<file path="src/include/nfwp_pkg.sv">
// nfwp_pkg: constants and carrier types for the boot flash write-protect block
// assumes a byte-wide control/status access port on the local bus clock
`default_nettype none
package nfwp_pkg;
   // ----------------------------------------
   // control/status byte layout
   // ----------------------------------------
   localparam int CSR_ADDR_W = 4;
   localparam logic [3:0] NOR_CSR_OFS = 4'h0;
   localparam int SOFT_BIT_POS = 0;
   localparam int SWITCH_BIT_POS = 1;
   localparam logic SOFT_BIT_RST = 1'b1;
   localparam logic [7:0] RDATA_RST = 8'h00;
   // ----------------------------------------
   // bank geometry
   // ----------------------------------------
   localparam int DEV_DATA_W = 16;
   localparam int BANK_DATA_W = 32;
   localparam int NUM_CS = 2;

   typedef struct packed {
      logic cs_n0;
      logic cs_n1;
      logic we_n;
      logic oe_n;
   } nfwp_lb_ctl_t;

   typedef struct packed {
      logic soft_bit;
      logic [7:0] rdata;
   } nfwp_state_t;
endpackage : nfwp_pkg
`default_nettype wire

</file>
<file path="src/rtl/nfwp_top.sv">
// nfwp_top: write-protect gate for the 32-bit NOR boot flash bank
// assumes local bus strobes and the switch level are synchronous to clk
`timescale 1ns/10ps
`default_nettype none
module nfwp_top #(
   parameter int DEV_W = nfwp_pkg::DEV_DATA_W
) (
   input wire logic clk,                               // local bus clock
   input wire logic rst_n,                             // async reset, low
   input wire logic protect_switch_on,                 // hardware switch, 1 = on
   input wire nfwp_pkg::nfwp_lb_ctl_t lb_ctl,          // local bus strobes, low active
   input wire logic csr_sel,                           // csr byte access strobe
   input wire logic csr_wr,                            // 1 write, 0 read
   input wire logic [nfwp_pkg::CSR_ADDR_W-1:0] csr_addr, // byte offset
   input wire logic [7:0] csr_wdata,                   // write byte
   output logic [7:0] csr_rdata,                       // read byte, registered
   output nfwp_pkg::nfwp_lb_ctl_t flash_ctl_lo,        // strobes to low 16-bit device
   output nfwp_pkg::nfwp_lb_ctl_t flash_ctl_hi,        // strobes to high 16-bit device
   output logic flash_protected                        // protection in force
);
   import nfwp_pkg::*;

   // ----------------------------------------
   // parameter checks
   // ----------------------------------------
   // the bank is exactly two devices side by side; no other strobe wiring exists here
   if (DEV_W <= 0 || DEV_W * 2 != BANK_DATA_W) begin : g_bad_dev_w
      $error("two devices of DEV_W must make the bank width");
   end
   // the local bus carrier holds only two chip-select strobes
   if (NUM_CS != 2) begin : g_bad_num_cs
      $error("the boot bank decodes exactly two chip selects");
   end

   localparam int NUM_DEV = BANK_DATA_W / DEV_W;

   nfwp_state_t st_reg;
   nfwp_state_t st_next;
   logic prot;
   logic bank_sel;
   nfwp_lb_ctl_t gated;
   nfwp_lb_ctl_t dev_ctl [NUM_DEV];
   logic csr_hit;
   logic csr_wr_hit;
   logic csr_rd_any;
   logic soft_clear_req;

   // ----------------------------------------
   // protection decision
   // ----------------------------------------
   // switch dominates; soft bit only counts when the switch is off
   assign prot = protect_switch_on | st_reg.soft_bit;
   assign flash_protected = prot;

   // both chip selects reach the boot bank
   assign bank_sel = ~lb_ctl.cs_n0 | ~lb_ctl.cs_n1;

   always_comb begin
      gated = lb_ctl;
      // write strobe held high while protected; reads untouched
      gated.we_n = lb_ctl.we_n | prot | ~bank_sel;
   end

   // ----------------------------------------
   // per-device strobes
   // ----------------------------------------
   // both 16-bit halves share strobes to form one 32-bit bank; split strobes would tear words
   for (genvar g = 0; g < NUM_DEV; g++) begin : g_dev
      assign dev_ctl[g] = gated;
   end
   assign flash_ctl_lo = dev_ctl[0];
   assign flash_ctl_hi = dev_ctl[NUM_DEV-1];

   // ----------------------------------------
   // control/status byte
   // ----------------------------------------
   assign csr_hit = csr_sel && (csr_addr == NOR_CSR_OFS);
   assign csr_wr_hit = csr_hit && csr_wr;
   assign csr_rd_any = csr_sel && !csr_wr;
   // only a write of zero to the soft bit may ever clear the soft bit
   assign soft_clear_req = csr_wr_hit && !csr_wdata[SOFT_BIT_POS];

   always_comb begin
      st_next = st_reg;
      if (csr_hit) begin
         if (csr_wr) begin
            // switch bit ignores writes
            st_next.soft_bit = csr_wdata[SOFT_BIT_POS];
         end else begin
            st_next.rdata = 8'h00;
            st_next.rdata[SOFT_BIT_POS] = st_reg.soft_bit;
            st_next.rdata[SWITCH_BIT_POS] = protect_switch_on;
         end
      end else if (csr_rd_any) begin
         st_next.rdata = 8'h00;
      end
   end

   always_ff @(posedge clk or negedge rst_n) begin
      if (!rst_n) begin
         // wake up protected, so a bus glitch during boot cannot write the flash
         st_reg <= '{soft_bit: SOFT_BIT_RST, rdata: RDATA_RST};
      end else begin
         st_reg <= st_next;
      end
   end
   assign csr_rdata = st_reg.rdata;
endmodule : nfwp_top
`default_nettype wire

</file>
<file path="config.mk">
export PLATFORM = sky130hd
export DESIGN_NAME = nfwp_top
export DESIGN_NICKNAME = d
export VERILOG_FILES = /design/src/include/nfwp_pkg.sv /design/src/rtl/nfwp_top.sv
export SDC_FILE = /design/constraint.sdc
export NUM_CORES = 1
export LEC_CHECK = 0
export BUFFER_PORTS_ARGS = -buffer_cell sky130_fd_sc_hd__buf_2
export CORE_AREA = 2 2 39 41
export DETAILED_ROUTE_END_ITERATION = 8
export DIE_AREA = 0 0 41 43
export PLACE_DENSITY = 0.59
export SYNTH_ARGS = -nofsm -noshare
export SYNTH_HDL_FRONTEND = slang
export SYNTH_SLANG_ARGS = --single-unit
export TNS_END_PERCENT = 100
</file>
<file path="constraint.sdc">
create_clock -name clk -period 1.8 [get_ports clk]
set_clock_uncertainty 0.2 [all_clocks]
set_input_delay 0.36 -clock clk [delete_from_list [all_inputs] [get_ports clk]]
set_output_delay 0.36 -clock clk [all_outputs]
set_load 0.05 [all_outputs]
</file>
==> summary.md <==
| Metric | Value |
|---|---|
| Status | `finished with violations` |
| Failing checks | `setup timing` |
| Area grow syn2layout | `36.4%` |
| Placed insts | `60` |
| Nets | `72` |
| Worst setup EP type | `output port` |
| Final setup margin | `-0.0112 ns` |
| Post-synthesis register bit count | `3` |
| Sequential element share of the synthesized area | `27.1%` |
| Port-buffer cells | `21` |
| Critical Setup Path Class | `register to output port` |
| Place WS | `0.0538 ns` |
| Yosys top cell area share | `40.0%` |
| Die area | `1760 µm²` |
| Minimum clock period | `1.81 ns` |
| R2R Setup Slk | `0.73 ns` |
| Root Buffer | `clkbuf_4` |
| Clock tree buffer depth | `2` |
| Slew Limit Fails | `0` |
| First-pass GRT wire length | `710 µm` |
| GRT Residual Overflow | `0` |
| Hold path start | `csr_wdata[0]` |
| Initial antenna violation count | `0` |
| Post-DP HPWL | `462 µm` |
| Unique masters post-synth | `13` |
| Peak VDD IR | `0.197 mV` |
| Max FFs per register | `2` |
| Dpl cell area | `324 µm²` |
| Setup violation total in the final timing report | `2` |
| RSZ-0062 raised after global routing | `yes` |
| Hold worst-path end | `st_reg[8]$_DFFE_PN1P_` |
| WL final | `549 µm` |
| Worst hold path depth | `2` |
| Total GRT Usage | `6.93%` |
| R2r worst-path depth | `3` |
| Worst-path clk slew | `0.04 ns` |
| Final Util | `27.8%` |
| HP Class | `primary input to register` |
| Via count | `247` |
| Avg WL per Cell | `8.32 µm` |
| Critical Path AT | `1.25 ns` |
| H-tree levels | `1` |
| Routed Antenna Nets | `0` |
| Hold Violations, Final | `0` |
| Worst r2r src | `st_reg[8]$_DFFE_PN1P_` |
| Antenna diodes | `0` |
| Share of cells above drive strength 1 | `60.0%` |
| Critical path data required time | `1.24 ns` |
| CTS tree | `yes` |
| Met3 WL | `110 µm` |
| Die Span X | `41 µm` |
| # DRC | `0` |
| TritonCTS Sinks | `3` |
| Ports | `38` |
| DR top layer | `met3` |
| RR Endpoint | `csr_rdata[0]$_DFFE_PN0P_` |
| Core area | `1380 µm²` |
| Row cnt | `14` |
| Seq. cell area | `76.3 µm²` |
| Area contributors post-synth | `buf_4, dfrtp_1, dfstp_2` |
| Worst-Skew Late Latency | `0.23 ns` |
| TritonRoute pass-1 iters | `4` |
| CTS buffer count | `3` |
| Leading area contributor after synthesis | `buf_4` |
| WL met1 | `163 µm` |
| Startpoint Class | `register` |
| Post-Syn Area | `282 µm²` |
| FMAX | `552 MHz` |
| Crit share post-route | `101%` |
| Yosys Warn Count | `0` |
| Vias in the first global route | `202` |
| Vias/cell | `3.74` |
| Syn Inst Count | `33` |
| Die height | `43 µm` |
| LEAKAGE | `0.202 nW` |
| Metal2 WL | `274 µm` |
| Initial drt markers | `11` |
| Pwr/cell area | `847 nW/µm²` |
| Cell area after layout | `384 µm²` |
| Pin count of the biggest net entering global routing | `5` |
| Max Cap Viol | `0` |
| Worst-path maximum fanout | `2` |
| Mean Syn Cell Area | `8.53 µm²` |
| Final-layout fill cell count | `155` |
| Gpl congestion | `0.544` |
| Area of the multi-input gates | `123 µm²` |
| Initial core utilization | `20.3%` |
| Post-Layout Cell Count | `66` |
==> routing by layer <==
layer	vias up	GRT usage [%]
met1	100	6.11
met3	0	3.14
met4	0	10.0
met5	-	0
li1	119	-
met2	28	9.06
==> area by class of cell <==
cell class / instances / area share [%]
timing repair buffer: 23 / 36.2
multi-input combinational: 20 / 31.9
sequential: 3 / 19.9
clock buffer: 4 / 6.84
tap: 16 / 5.21
==> placed cells by master, fill, tap and decap left out <==
cell / instances
buf_8: 1
nand2b_1: 1
nor4_2: 1
buf_6: 1
dfrtp_1: 2
or2_4: 1
o21ai_0: 2
buf_4: 1
clkbuf_4: 3
nand3_1: 1
clkbuf_1: 1
mux2_4: 1
buf_2: 19
a211o_4: 1
nor2b_1: 1
dfstp_2: 1
nand2_1: 5
conb_1: 6
dlygate4sd3_1: 1
==> power by group <==
part	internal, W	switching [W]
Clock	0.0000831	0.0000347
Combinational	0.0000418	0.0000874
Sequential	0.0000760	0.00000223
Total	0.000201	0.000124
==> critical path, stage by stage (launching register included) <==
cell and delay (ns):
dfstp_2 0.36, or2_4 0.22, a211o_4 0.28, buf_6 0.16
==> kinds of logic (layout without fill, tap and decap cells) <==
group / Yosys count / after routing / share of synthesized area, %
AND/OR/NAND/NOR: 10 / 10 / 19.6
buffers and inverters: 15 / 27 / 40.0
AO/OA/AOI/OAI: 3 / 3 / 6.67
other: 1 / 6 / 1.33
multiplexers: 1 / 1 / 5.33
flip-flops: 3 / 3 / 27.1
==> how the worst max path moves through the flow <==
stage	from	endpoint	slack (ns)	cells past startpoint
after floorplan	protect_switch_on	flash_ctl_lo[1]	-0.02	3
after detailed placement	protect_switch_on	flash_ctl_hi[1]	0.05	4
after global routing	st_reg[8]$_DFFE_PN1P_	flash_ctl_hi[1]	-0.05	3
after CTS	st_reg[8]$_DFFE_PN1P_	flash_ctl_hi[1]	-0.02	3
final	st_reg[8]$_DFFE_PN1P_	flash_ctl_hi[1]	-0.01	3
after global placement	protect_switch_on	flash_ctl_hi[1]	0.06	4
==> timing repair <==
item	CTS	global route
resized for setup	5	0
hold buffers	1	0
setup endpoints to repair	2	2
endpoints found under the hold margin	3	0
setup buffers	1	0
==> per-stage QoR <==
step	hold WS [ns]	TNS, ns	total power, W
6_report	0.156	-0.0192	0.000325
5_1_grt	0.148	-0.0959	0.000349
4_1_cts	0.149	-0.0464	0.000333
3_5_place_dp	-0.0430	0	0.000196
3_3_place_gp	-0.0438	0	0.000195
2_1_floorplan	-0.136	-0.0184	0.000200
==> cell usage after synthesis (all sizes together) <==
library cell and count:
a211o 1, buf 15, conb 1, dfrtp 2
dfstp 1, mux2 1, nand2 5, nand2b 1
nand3 1, nor2b 1, nor4 1, o21ai 2
or2 1
No activity file was read; power rests on OpenSTA's default activity.
